### src/shared/ict_pkg.sv
package ict_pkg;

  // Register-file locations (4-bit words)
  localparam logic [6:0] RF_GATE_BUF = 7'h11;
  localparam logic [6:0] RF_GATE     = 7'h12;
  localparam logic [6:0] RF_CAR_SEL  = 7'h13;
  localparam logic [6:0] RF_TMR_CTL  = 7'h33;
  localparam logic [6:0] RF_IRQ      = 7'h3F;

  // Bit positions inside those locations
  localparam int B_GATE_BUF  = 0;
  localparam int B_GATE      = 0;
  localparam int B_CAR_DIS   = 1;
  localparam int B_CNT_EN    = 3;
  localparam int B_CNT_CLR   = 2;
  localparam int B_IRQ       = 0;

  // Reset values
  localparam logic [3:0] TMR_CTL_RST = 4'h8;
  localparam logic [1:0] CAR_SEL_RST = 2'h0;
  localparam logic       GATE_RST    = 1'b0;
  localparam logic       CAR_DIS_RST = 1'b0;
  localparam logic [7:0] PERIOD_RST  = 8'h00;

  // Peripheral registers behind the transfer buffer
  localparam logic [2:0] PR_TIMER   = 3'h2;
  localparam logic [2:0] PR_CARRIER = 3'h3;

  // Count clock selections
  localparam logic [1:0] TCK_DIV32  = 2'b00;
  localparam logic [1:0] TCK_DIV64  = 2'b01;
  localparam logic [1:0] TCK_DIV256 = 2'b10;
  localparam logic [1:0] TCK_CARR   = 2'b11;
  localparam logic [7:0] DIV32_MASK  = 8'h1F;
  localparam logic [7:0] DIV64_MASK  = 8'h3F;
  localparam logic [7:0] DIV256_MASK = 8'hFF;

  // Carrier clock selections and their period in half system-clock units
  localparam logic [1:0] CCK_HALF   = 2'b00;
  localparam logic [1:0] CCK_FULL   = 2'b01;
  localparam logic [1:0] CCK_DOUBLE = 2'b10;
  localparam int         SH_HALF    = 2;
  localparam int         SH_FULL    = 1;
  localparam int         SH_DOUBLE  = 0;
  localparam int         UNITS_PER_CLK = 2;

  typedef struct packed {
    logic       we;
    logic [6:0] addr;
    logic [3:0] wdata;
  } ict_rf_req_t;

  typedef struct packed {
    logic        peripheral_write_instr;
    logic        peripheral_read_instr;
    logic [2:0]  addr;
    logic [15:0] wdata;
  } ict_per_req_t;

  typedef enum logic {PH_LOW = 1'b0, PH_HIGH = 1'b1} ict_phase_t;

endpackage

### src/hw/ict_carrier_gen.sv
`timescale 1ns/1ps
module ict_carrier_gen #(
  parameter int W = 8
) (
  input  wire logic         clk,
  input  wire logic         rst,
  input  wire logic         run,
  input  wire logic [1:0]   sel,
  input  wire logic [W-1:0] high_period,
  input  wire logic [W-1:0] low_period,
  output logic              level,
  output logic              fall
);
  import ict_pkg::*;

  initial begin
    if (W < 1 || W > 16) $error("ict_carrier_gen: W out of range");
  end

  ict_phase_t   ph_reg, ph_next;
  logic [W+3:0] acc_reg, acc_next;
  logic         fall_reg, fall_next;
  logic [W+3:0] target;
  logic [W+3:0] stepped;
  logic [W+3:0] span;

  // Phase length in 2x-clock units: (value + 1) scaled by selection
  always_comb begin
    span = ph_reg == PH_HIGH ? {4'h0, high_period} : {4'h0, low_period};
    span = span + (W+4)'(1);
    case (sel)
      CCK_FULL:   target = span << SH_FULL;
      CCK_DOUBLE: target = span << SH_DOUBLE;
      default:    target = span << SH_HALF;
    endcase
    stepped = acc_reg + (W+4)'(UNITS_PER_CLK);
  end

  // Phase sequencer; stopped generator waits at start of low phase
  always_comb begin
    acc_next  = acc_reg;
    ph_next   = ph_reg;
    fall_next = 1'b0;
    if (!run) begin
      acc_next = '0;
      ph_next  = PH_LOW;
    end else if (stepped >= target) begin
      acc_next  = stepped - target;
      ph_next   = ph_reg == PH_HIGH ? PH_LOW : PH_HIGH;
      fall_next = ph_reg == PH_HIGH;
    end else begin
      acc_next = stepped;
    end
  end

  always_ff @(posedge clk or posedge rst) begin
    if (rst) begin
      acc_reg  <= '0;
      ph_reg   <= PH_LOW;
      fall_reg <= 1'b0;
    end else begin
      acc_reg  <= acc_next;
      ph_reg   <= ph_next;
      fall_reg <= fall_next;
    end
  end

  assign level = ph_reg == PH_HIGH;
  assign fall  = fall_reg;

endmodule // ict_carrier_gen

### src/hw/ict_mod_timer.sv
`timescale 1ns/1ps
module ict_mod_timer #(
  parameter int W = 8
) (
  input  wire logic         clk,
  input  wire logic         rst,
  input  wire logic         tick,
  input  wire logic         en,
  input  wire logic         clr,
  input  wire logic [W-1:0] modulo,
  output logic [W-1:0]      count,
  output logic              match
);

  initial begin
    if (W < 2 || W > 16) $error("ict_mod_timer: W out of range");
  end

  logic [W-1:0] cnt_reg, cnt_next;
  logic         hit_reg, hit_next;
  logic         match_reg, match_next;
  logic [W-1:0] nv;

  // Counter with restart after the matching value
  always_comb begin
    cnt_next   = cnt_reg;
    hit_next   = hit_reg;
    match_next = 1'b0;
    nv         = hit_reg ? '0 : cnt_reg + W'(1);
    if (clr) begin
      cnt_next = '0;
      hit_next = 1'b0;
    end else if (en && tick) begin
      cnt_next   = nv;
      hit_next   = (nv == modulo) && (modulo != '0);
      match_next = hit_next;
    end
  end

  always_ff @(posedge clk or posedge rst) begin
    if (rst) begin
      cnt_reg   <= '0;
      hit_reg   <= 1'b0;
      match_reg <= 1'b0;
    end else begin
      cnt_reg   <= cnt_next;
      hit_reg   <= hit_next;
      match_reg <= match_next;
    end
  end

  assign count = cnt_reg;
  assign match = match_reg;

endmodule // ict_mod_timer

### src/hw/ict_top.sv
`timescale 1ns/1ps
// Notes on behaviour
// - Counter reaching a nonzero modulo sets the match flag at 3FH bit 0.
// - Clock select 00/01/10 picks system clock /32, /64, /256; 11 the carrier.
// - Count enable at 33H bit 3 stops or allows counting on falling edges.
// - Writing 1 to 33H bit 2 clears the counter, and the flag unless a match sets it that cycle; reads as 0.
// - Counter is read-only; modulo is write-only through the transfer buffer.
// - Carrier clock select at 13H: half, equal or double the system clock.
// - Carrier uses own counter with high and low period registers.
// - Each carrier phase lasts loaded value plus one carrier clocks.
// - Both carrier period registers are readable and writable.
// - Carrier disable at 12H bit 1 forces the pin high.
// - Live gate 1 drives the carrier onto the pin, gate 0 drives low.
// - Each match copies the buffered gate at 11H into the live gate.
// - A match during a high carrier pulse keeps the pin until it falls.
// - Carrier stops with gate 0 once any held pulse has fallen, unless it clocks the timer.
// - Buffered gate set starts with one low phase before the high pulse.
module ict_top #(
  parameter int TW = 8,
  parameter int CW = 8
) (
  input  wire logic                  I_CORE_CLK,
  input  wire logic                  I_SYS_RST,
  input  wire ict_pkg::ict_rf_req_t  I_RF_REQ,
  input  wire ict_pkg::ict_per_req_t I_PER_REQ,
  output logic [3:0]                 O_RF_RDATA,
  output logic [15:0]                O_PER_RDATA,
  output logic                       O_MATCH_IRQ_FLAG,
  output logic                       O_CARRIER_OUT_PIN
);
  import ict_pkg::*;

  // Elaboration checks on widths and on the package layout
  initial begin
    if (TW != 8) begin
      $error("ict_top: timer width must be 8");
    end
    if (CW != 8) begin
      $error("ict_top: carrier width must be 8");
    end
    if (B_CNT_EN > 3 || B_CNT_CLR > 3 || B_CAR_DIS > 3) begin
      $error("ict_top: control bit outside its 4-bit word");
    end
    if (B_CNT_EN < 2 || B_CNT_CLR < 2) begin
      $error("ict_top: control bits overlap the clock select");
    end
    if (B_GATE == B_CAR_DIS) begin
      $error("ict_top: gate and disable bits share a position");
    end
    if (PR_TIMER == PR_CARRIER) begin
      $error("ict_top: peripheral addresses collide");
    end
    if (RF_GATE_BUF == RF_GATE || RF_CAR_SEL == RF_TMR_CTL || RF_IRQ == RF_TMR_CTL) begin
      $error("ict_top: register-file locations collide");
    end
    if (DIV32_MASK > DIV64_MASK || DIV64_MASK > DIV256_MASK) begin
      $error("ict_top: divider masks out of order");
    end
    if (TMR_CTL_RST[B_CNT_CLR] != 1'b0) begin
      $error("ict_top: clear bit must reset to zero");
    end
  end

  // Register-file state
  logic          gate_buf_reg, gate_buf_next;
  logic          gate_reg, gate_next;
  logic          car_dis_reg, car_dis_next;
  logic [1:0]    car_sel_reg, car_sel_next;
  logic          cnt_en_reg, cnt_en_next;
  logic [1:0]    cnt_sel_reg, cnt_sel_next;
  logic          flag_reg, flag_next;
  // Peripheral registers
  logic [TW-1:0] modulo_reg, modulo_next;
  logic [CW-1:0] high_reg, high_next;
  logic [CW-1:0] low_reg, low_next;
  // Prescaler, pin and read paths
  logic [7:0]    div_reg, div_next;
  logic          hold_reg, hold_next;
  logic          pin_reg, pin_next;
  logic [3:0]    rf_rd_reg, rf_rd_next;
  logic [15:0]   per_rd_reg, per_rd_next;

  logic          rf_wr;
  logic          ctl_wr;
  logic          cnt_clr;
  logic          tick;
  logic [7:0]    div_mask;
  logic          car_level;
  logic          car_fall;
  logic          car_run;
  logic [TW-1:0] count;
  logic          match;

  // Write decode for the timer control location
  assign rf_wr   = I_RF_REQ.we;
  assign ctl_wr  = rf_wr && I_RF_REQ.addr == RF_TMR_CTL;
  assign cnt_clr = ctl_wr && I_RF_REQ.wdata[B_CNT_CLR];

  // Free-running system clock divider
  always_comb begin
    div_next = div_reg + 8'h01;
  end

  always_ff @(posedge I_CORE_CLK or posedge I_SYS_RST) begin
    if (I_SYS_RST) begin
      div_reg <= 8'h00;
    end else begin
      div_reg <= div_next;
    end
  end

  // Count clock selection; tick marks the selected falling edge
  always_comb begin
    case (cnt_sel_reg)
      TCK_DIV32:  div_mask = DIV32_MASK;
      TCK_DIV64:  div_mask = DIV64_MASK;
      TCK_DIV256: div_mask = DIV256_MASK;
      default:    div_mask = DIV256_MASK;
    endcase
    if (cnt_sel_reg == TCK_CARR) begin
      tick = car_fall;
    end else begin
      tick = (div_reg & div_mask) == div_mask;
    end
  end

  ict_mod_timer #(
    .W (TW)
  ) u_timer (
    .clk    (I_CORE_CLK),
    .rst    (I_SYS_RST),
    .tick   (tick),
    .en     (cnt_en_reg),
    .clr    (cnt_clr),
    .modulo (modulo_reg),
    .count  (count),
    .match  (match)
  );

  // Generator runs while gated, holding, or clocking the timer
  assign car_run = gate_reg || hold_reg || cnt_sel_reg == TCK_CARR;

  ict_carrier_gen #(
    .W (CW)
  ) u_carrier (
    .clk         (I_CORE_CLK),
    .rst         (I_SYS_RST),
    .run         (car_run),
    .sel         (car_sel_reg),
    .high_period (high_reg),
    .low_period  (low_reg),
    .level       (car_level),
    .fall        (car_fall)
  );

  // Register-file writes and hardware updates
  always_comb begin
    gate_buf_next = gate_buf_reg;
    gate_next     = gate_reg;
    car_dis_next  = car_dis_reg;
    car_sel_next  = car_sel_reg;
    cnt_en_next   = cnt_en_reg;
    cnt_sel_next  = cnt_sel_reg;
    flag_next     = flag_reg;
    if (rf_wr) begin
      case (I_RF_REQ.addr)
        RF_GATE_BUF: gate_buf_next = I_RF_REQ.wdata[B_GATE_BUF];
        RF_GATE: begin
          gate_next    = I_RF_REQ.wdata[B_GATE];
          car_dis_next = I_RF_REQ.wdata[B_CAR_DIS];
        end
        RF_CAR_SEL:  car_sel_next = I_RF_REQ.wdata[1:0];
        RF_TMR_CTL: begin
          cnt_en_next  = I_RF_REQ.wdata[B_CNT_EN];
          cnt_sel_next = I_RF_REQ.wdata[1:0];
        end
        RF_IRQ:      flag_next = I_RF_REQ.wdata[B_IRQ];
        default:     flag_next = flag_reg;
      endcase
    end
    if (cnt_clr) begin
      flag_next = 1'b0;
    end
    if (match) begin
      flag_next = 1'b1;
      gate_next = gate_buf_reg;
    end
  end

  always_ff @(posedge I_CORE_CLK or posedge I_SYS_RST) begin
    if (I_SYS_RST) begin
      gate_buf_reg <= GATE_RST;
      gate_reg     <= GATE_RST;
      car_dis_reg  <= CAR_DIS_RST;
      car_sel_reg  <= CAR_SEL_RST;
      cnt_en_reg   <= TMR_CTL_RST[B_CNT_EN];
      cnt_sel_reg  <= TMR_CTL_RST[1:0];
      flag_reg     <= 1'b0;
    end else begin
      gate_buf_reg <= gate_buf_next;
      gate_reg     <= gate_next;
      car_dis_reg  <= car_dis_next;
      car_sel_reg  <= car_sel_next;
      cnt_en_reg   <= cnt_en_next;
      cnt_sel_reg  <= cnt_sel_next;
      flag_reg     <= flag_next;
    end
  end

  // Peripheral register writes through the transfer buffer
  always_comb begin
    modulo_next = modulo_reg;
    high_next   = high_reg;
    low_next    = low_reg;
    if (I_PER_REQ.peripheral_write_instr) begin
      case (I_PER_REQ.addr)
        PR_TIMER:   modulo_next = I_PER_REQ.wdata[7:0];
        PR_CARRIER: begin
          high_next = I_PER_REQ.wdata[15:8];
          low_next  = I_PER_REQ.wdata[7:0];
        end
        default:    modulo_next = modulo_reg;
      endcase
    end
  end

  always_ff @(posedge I_CORE_CLK or posedge I_SYS_RST) begin
    if (I_SYS_RST) begin
      modulo_reg <= PERIOD_RST;
      high_reg   <= PERIOD_RST;
      low_reg    <= PERIOD_RST;
    end else begin
      modulo_reg <= modulo_next;
      high_reg   <= high_next;
      low_reg    <= low_next;
    end
  end

  // Pin drive with full-width high pulses across match-driven gate changes
  always_comb begin
    hold_next = hold_reg;
    if (match && gate_reg && car_level) begin
      hold_next = 1'b1;
    end else if (!car_level) begin
      hold_next = 1'b0;
    end
    if (car_dis_reg) begin
      pin_next = 1'b1;
    end else begin
      pin_next = (gate_reg || hold_next) && car_level;
    end
  end

  always_ff @(posedge I_CORE_CLK or posedge I_SYS_RST) begin
    if (I_SYS_RST) begin
      hold_reg <= 1'b0;
      pin_reg  <= 1'b0;
    end else begin
      hold_reg <= hold_next;
      pin_reg  <= pin_next;
    end
  end

  // Read paths; register file follows the address every cycle
  always_comb begin
    case (I_RF_REQ.addr)
      RF_GATE_BUF: rf_rd_next = {3'h0, gate_buf_reg};
      RF_GATE:     rf_rd_next = {2'h0, car_dis_reg, gate_reg};
      RF_CAR_SEL:  rf_rd_next = {2'h0, car_sel_reg};
      RF_TMR_CTL:  rf_rd_next = {cnt_en_reg, 1'b0, cnt_sel_reg};
      RF_IRQ:      rf_rd_next = {3'h0, flag_reg};
      default:     rf_rd_next = 4'h0;
    endcase
    per_rd_next = per_rd_reg;
    if (I_PER_REQ.peripheral_read_instr) begin
      case (I_PER_REQ.addr)
        PR_TIMER:   per_rd_next = {8'h00, count};
        PR_CARRIER: per_rd_next = {high_reg, low_reg};
        default:    per_rd_next = 16'h0000;
      endcase
    end
  end

  always_ff @(posedge I_CORE_CLK or posedge I_SYS_RST) begin
    if (I_SYS_RST) begin
      rf_rd_reg  <= 4'h0;
      per_rd_reg <= 16'h0000;
    end else begin
      rf_rd_reg  <= rf_rd_next;
      per_rd_reg <= per_rd_next;
    end
  end

  assign O_RF_RDATA        = rf_rd_reg;
  assign O_PER_RDATA       = per_rd_reg;
  assign O_MATCH_IRQ_FLAG  = flag_reg;
  assign O_CARRIER_OUT_PIN = pin_reg;

endmodule // ict_top

### config.mk
export PLATFORM = sky130hd
export DESIGN_NAME = ict_top
export DESIGN_NICKNAME = d
export VERILOG_FILES = /design/src/shared/ict_pkg.sv /design/src/hw/ict_carrier_gen.sv /design/src/hw/ict_mod_timer.sv /design/src/hw/ict_top.sv
export SDC_FILE = /design/constraint.sdc
export NUM_CORES = 1
export LEC_CHECK = 0
export BUFFER_PORTS_ARGS = -buffer_cell sky130_fd_sc_hd__buf_2
export CORE_MARGIN = 2
export CORE_UTILIZATION = 40
export DETAILED_ROUTE_END_ITERATION = 12
export PLACE_DENSITY_LB_ADDON = 0.25
export REMOVE_ABC_BUFFERS = 1
export SETUP_SLACK_MARGIN = 0.02
export SLEW_MARGIN = 10
export SYNTH_ARGS = -nofsm -noshare
export SYNTH_HDL_FRONTEND = slang
export SYNTH_SLANG_ARGS = --single-unit
### constraint.sdc
create_clock -name I_CORE_CLK -period 5.05 [get_ports I_CORE_CLK]
set_input_delay 0.7575 -clock I_CORE_CLK [delete_from_list [all_inputs] [get_ports I_CORE_CLK]]
set_output_delay 0.7575 -clock I_CORE_CLK [all_outputs]
set_load 0.005 [all_outputs]
# [Word-level counts from Yosys, hierarchy flattened]
# Index checks and enable logic that the tools add are counted.
[word_totals] latch_bits=0 elab_cells=97 inputBits=35 regBits=87 mem_count=0 out_inout_bits=22 rom_bits=0 ramBits=0
[classes] n_addsub=5 magnitude_cmp=1 n_mux=30 div_mod_pow=0 shifts=0 n_mul=0 bitwise=1 n_reduce_logical=25 eq_ne=14
[ops] cell="2-to-1 mux 8 bit" n=4
[ops] cell="case mux 16 bit (2 select lines)" n=1
[ops] cell="2-to-1 mux 12 bit" n=2
[ops] cell="case mux 12 bit (2 select lines)" n=1
[ops] cell="equality test 7 x 5 -> 1 bit (second input constant)" n=3
[ops] cell="2-to-1 mux 1 bit" n=20
[ops] cell="case mux 4 bit (5 select lines)" n=1
[ops] cell="adder 8 x 1 -> 8 bit (second input constant)" n=2
[ops] cell="equality test 8 bit" n=2
[ops] cell="case mux 8 bit (2 select lines)" n=1
[ops] cell="AND reduction 2 bit" n=8
[ops] cell="equality test 7 x 6 -> 1 bit (second input constant)" n=2
[ops] cell="adder 12 x 1 -> 12 bit (second input constant)" n=1
[ops] cell="adder 12 x 2 -> 12 bit (second input constant)" n=1
[ops] cell="greater-or-equal comparator 12 bit" n=1
[ops] cell="subtractor 12 bit" n=1
[ops] cell="AND 8 bit" n=1
[ops] cell="nonzero test 8 bit" n=1
[ops] cell="logical AND 1 bit" n=7
[ops] cell="equality test 3 x 2 -> 1 bit (second input constant)" n=2
[ops] cell="nonzero test 2 bit" n=3
[ops] cell="nonzero test 3 bit" n=2
[ops] cell="equality test 2 x 1 -> 1 bit (second input constant)" n=2
[ops] cell="equality test 2 bit (second input constant)" n=2
[ops] cell="3 further kinds" n=5

# [Longest topological paths before layout]
[logic_depth] word_depth=8 depth_mapped=17 ltp_nobuf=15

# [Modules after synthesis]
# From an unflattened synthesis, not the netlist that was laid out.
[hier_totals] hier_cells=532 hier_area_um2=5275.1
[by_module_without_submodules] mod="ict_top" seq_area_each_um2=1552.7 area_each_um2=2667.6 cells_per_inst=216 n_inst=1
[by_module_without_submodules] mod="ict_carrier_gen" seq_area_each_um2=350.3 area_each_um2=1781.7 cells_per_inst=214 n_inst=1
[by_module_without_submodules] mod="ict_mod_timer" seq_area_each_um2=250.2 area_each_um2=825.8 cells_per_inst=102 n_inst=1

# [Least setup slack after synthesis]
# No wires, ideal clock.
[synth_timing] kind="reg-to-reg" from="register u_carrier.ph_reg, in the netlist u_carrier.level" to="register u_carrier.acc_reg[7]" setup_ps=133 slack_ps=1522 path_stages_with_launch=18 arrival_time_ps=3395 period_less_slack_ps=3528 t_required_ps=4917 n_path_buf=3 path_cell_list="dfrtp_1 -> buf_6 -> buf_2 -> mux2_2 -> ha_1 -> o221ai_1 -> xor2_1 -> a22oi_1 -> nor2_1 -> a21oi_1 -> ha_1 -> nand4_2 -> a211oi_2 -> nor3_4 -> o2111ai_4 -> buf_8 -> mux2i_1 -> nor2_1"
[synth_via] elab_chain_len=6 elab_cells_between_ends=7 classes_between="2 x add/sub; 1 x order compare; 4 x mux"
[synth_rtl] item="start, declared" line_no="ict_carrier_gen.sv:20" source="ict_phase_t ph_reg, ph_next;"
[synth_rtl] item="start signal, assigned" line_no="ict_carrier_gen.sv:63" source="ph_reg <= ph_next;"
[synth_rtl] item="2-to-1 mux 8 bit *" line_no="ict_carrier_gen.sv:29" source="span = ph_reg == PH_HIGH ? {4'h0, high_period} : {4'h0, low_period};"
[synth_rtl] item="adder 12 x 1 -> 12 bit *" line_no="ict_carrier_gen.sv:30" source="span = span + (W+4)'(1);"
[synth_rtl] item="case mux 12 bit (2 select lines) *" line_no="ict_carrier_gen.sv:31" source="case (sel)"
[synth_rtl] item="subtractor 12 bit or greater-or-equal comparator 12 bit (tied branches)" line_no="ict_carrier_gen.sv:48, ict_carrier_gen.sv:47"
[synth_rtl] item="2-to-1 mux 12 bit *" line_no="ict_carrier_gen.sv:47" source="end else if (stepped >= target) begin"
[synth_rtl] item="2-to-1 mux 12 bit *" line_no="ict_carrier_gen.sv:44" source="if (!run) begin"
[synth_rtl] item="named net u_carrier.acc_next[7]" line_no="ict_carrier_gen.sv:21" source="logic [W+3:0] acc_reg, acc_next;"
[synth_rtl] item="end signal, assigned" line_no="ict_carrier_gen.sv:62" source="acc_reg <= acc_next;"
[synth_rtl] item="end, declared" line_no="ict_carrier_gen.sv:21"
# Mark *: on every way through the listed nets, which the timed path passes. The rest lies on a longest branch.
# A chain may end at the register's enable or synchronous reset.

# [Worst setup path in the final report]
[layout_timing] from="register u_carrier.ph_reg, in the netlist u_carrier.level" to="register u_carrier.acc_reg[5]"
# The elaborated chain is that of the path after synthesis.

==> out/results.tsv <==
stage	metric	value	unit
run_status	outcome	completed	
floorplan	core area	0.0126	mm²
synth	sequential fraction of the synthesis area	41.9	%
place	dpl cell area	0.00552	mm²
cells_and_area	commonest non-fill, non-tap cell in the layout	dfrtp_1	
global_routing	largest net degree at the start of global routing	57	
setup_path	Startpoint Class	flip-flop	
setup_path	Crit path arrival time	4.51	ns
synth	Synth top area share	41.4	%
global_routing	met2 Use GR	28.1	%
clock_tree	CTS buffer count	9	
routing	First-pass DRT Iterations	4	
synth	post-synth top area cell	dfrtp_1	
routing	via count	3993	
pwr	VDD IR max	278	µV
timing	f_max	234	MHz
timing	unrepaired setup endpoints after global routing	no	
cells_and_area	non-filler cells, final	741	
place	IO buf count	55	
timing	fin worst setup slack	0.768	ns
clock_tree	clock sinks	86	
synth	Cells after Synth	520	
synth	Compound-Gate Fraction of Synth Area	15.7	%
cells_and_area	fraction of layout cells with a size suffix above 1	21.6	%
floorplan	initial cell density of the core	40.9	%
timing	Setup violations, final	0	
pwr	Leak Pwr	2.60	nW
routing	routed len/inst	15.4	µm
timing	final hold slack	0.441	ns
timing	fin. max-slew vios	0	
global_routing	GRT Max-Usage Layer	met2	
synth	ranking of synthesized cells by area	dfrtp_1, mux2_2, ha_1	
clock_tree	CTS tree	yes	
global_routing	grt ovf	0	
cells_and_area	most frequent cells in the layout	dfrtp_1, buf_2, nor2_1	
flow_run	number of max-cap violations	0	
clock_tree	# hold bufs at CTS	0	
setup_path	Buf/Inv on CP	1	
global_routing	first-pass GRT wire length	19600	µm
cells_and_area	Syn-to-layout area delta	13.1	%
timing	final hold violation count	0	
clock_tree	clk buf depth	2	
global_routing	Overall Global Routing Usage	17.3	%
global_routing	vias in the first global route	3960	
clock_tree	CTS root buf	clkbuf_16	
synth	Synth warnings	0	
worst_hold_path	Hold WC Path Type	in -> async	
synth	mux cell area share after synthesis	10.4	%
cells_and_area	NumNets Final	617	
clock_tree	H-tree depth reported by CTS	3	
timing	Final Cycle Share	84.8	%
floorplan	DIE HEIGHT	117	µm
setup_path	CP max FO	24	
timing	worst relative slew slack	18.7	%
cells_and_area	finished layout cell area	0.00581	mm²
clock_tree	postcts setup bufs	0	
timing	worst slew pin tran	1.21	ns
setup_path	Slowest cell on crit path	dfrtp_1	
synth	Mapped Area	0.00514	mm²
global_routing	antenna violations before repair	0	
synth	main flop type after synthesis	dfrtp_1	
setup_path	worst-path cell chain	mux2i_1, inv_1, ha_1, o221ai_1, xor2_1, a22oi_1, nor2_1, a21oi_1, ha_1, nand4_2, a211oi_2, nor3_4, o2111ai_4, mux2i_1, nor2_1	
pwr	total design power	3.37	mW
floorplan	die area	0.0138	mm²
place	HPWL Detailed	8450	µm
synth	syn avg cell area	9.88	µm²
routing	Post-route DRC	0	
synth	Post-Synth Simple-Gate Area	17.7	%
clock_tree	post_cts resized	0	
cells_and_area	fillers	1193	
synth	fraction of registers with async set/reset	100	%
place	GPL Wtd Cong	0.852	
timing	Final Critical Period	4.28	ns
place	Placed Cells	725	
global_routing	met1 GRT Util	23.8	%
synth	EDFF count, synth	0	
routing	via/cell ratio	5.39	
place	pre-CTS setup slack	0.766	ns
synth	XOR/XNOR Fraction of Synth Area	5.63	%
routing	violation count after the first detailed-route iteration	192	
floorplan	IO Pins	57	
cells_and_area	Core Util, Final	46.2	%
cells_and_area	Antenna Cells	0	
timing	Worst Skew	0.00651	ns
setup_path	Critical Path RT	5.27	ns
floorplan	row count	41	
global_routing	met3 GRT Util	2.97	%
timing	Setup TNS	0	ns
routing	DRT Wirelength	11400	µm
synth	Yosys cell types	67	
pwr	P per Cell Area	580	mW/mm²
setup_path	Critical Path End Type	flip-flop	
clock_tree	Worst-Skew Late Latency	0.34	ns
routing	Final ANT Viol Nets	0	
synth	register bit count reported by yosys	86	
synth	largest family of logic cells by synthesized area	simple AND/OR/NAND/NOR gates	
clock_tree	Reg clk slew, reported paths	0.06	ns
setup_path	Crit path largest cell delay	0.85	ns
setup_path	CP Class	reg -> reg	
cells_and_area	max reg flops	16	
synth	adder-cell share of the synthesized area	4.53	%
setup_path	critical path's top delay family	compound AO/OA/AOI/OAI gates	
floorplan	Die Width	117	µm
## cell type report
cell class | count | area (µm²) | share of cell area, %
Clock buffer | 13 | 250 | 4.31
Clock inverter | 3 | 43.8 | 0.754
Inverter | 22 | 83.8 | 1.44
Multi-Input combinational cell | 388 | 2770 | 47.7
Sequential cell | 86 | 2150 | 37.1
Tap cell | 172 | 215 | 3.70
Timing Repair Buffer | 57 | 290 | 5.00
## per-layer routing
metal | up-vias | wire length [µm]
met5 | - | 0
met4 | 0 | 144
met3 | 13 | 373
met2 | 62 | 5340
met1 | 1946 | 5560
li1 | 1972 | -
## kinds of logic after synthesis
logic type	after synthesis
AND/OR/NAND/NOR	167
multiplexers	49
XOR/XNOR	33
buffers and inverters	46
other	1
flip-flops	86
AO/OA/AOI/OAI	120
adder cells (fa/ha/maj)	18
## report_power, final
group / leakage [nW] / internal [mW] / switching (mW)
combinational: 1.41 / 0.764 / 0.937
clock: 0.144 / 0.398 / 0.267
sequential: 1.04 / 0.834 / 0.170
total: 2.60 / 2.00 / 1.37
## final timing paths
kind / from / to / slack (ns) / cells after the start
worst max register to register: u_carrier.level / u_carrier.acc_reg[5] / 0.77 / 15
worst max-delay path: u_carrier.level / u_carrier.acc_reg[5] / 0.77 / 15
min in group I_CORE_CLK: div_reg[0] / div_reg[0] / 0.48 / 1
max in group asynchronous: I_SYS_RST / low_reg[6] / 3.52 / 3
worst min-delay path: I_SYS_RST / u_carrier.acc_reg[2] / 0.44 / 2
worst min register to register: div_reg[0] / div_reg[0] / 0.48 / 1
## worst register-to-register path, cell delays in order, from the launching register on
cell and delay, ns:
dfrtp_1 0.85, mux2i_1 0.49, inv_1 0.13, ha_1 0.26, o221ai_1 0.11, xor2_1 0.26
a22oi_1 0.12, nor2_1 0.11, a21oi_1 0.06, ha_1 0.42, nand4_2 0.15, a211oi_2 0.24
nor3_4 0.10, o2111ai_4 0.55, mux2i_1 0.28, nor2_1 0.06
## synth_stat cells, drive strengths merged, types with 2 or more instances
library cell	count
dfrtp	85
nor2	43
o21ai	35
mux2	33
a21oi	32
nand2	31
nand3	30
inv	22
xnor2	19
ha	17
mux2i	16
a22oi	14
xor2	14
buf	12
clkbuf	12
and3	8
nand2b	8
nor3	8
or3	8
a211oi	6
nand4	5
nor3b	5
a21o	4
and3b	4
nor2b	4
nor4	4
a221oi	3
and2	3
a211o	2
a221o	2
a32o	2
a32oi	2
nand3b	2
nand4b	2
o2111ai	2
o211ai	2
o21a	2
o31ai	2
Note: power is estimated with default switching activity, not from simulation.
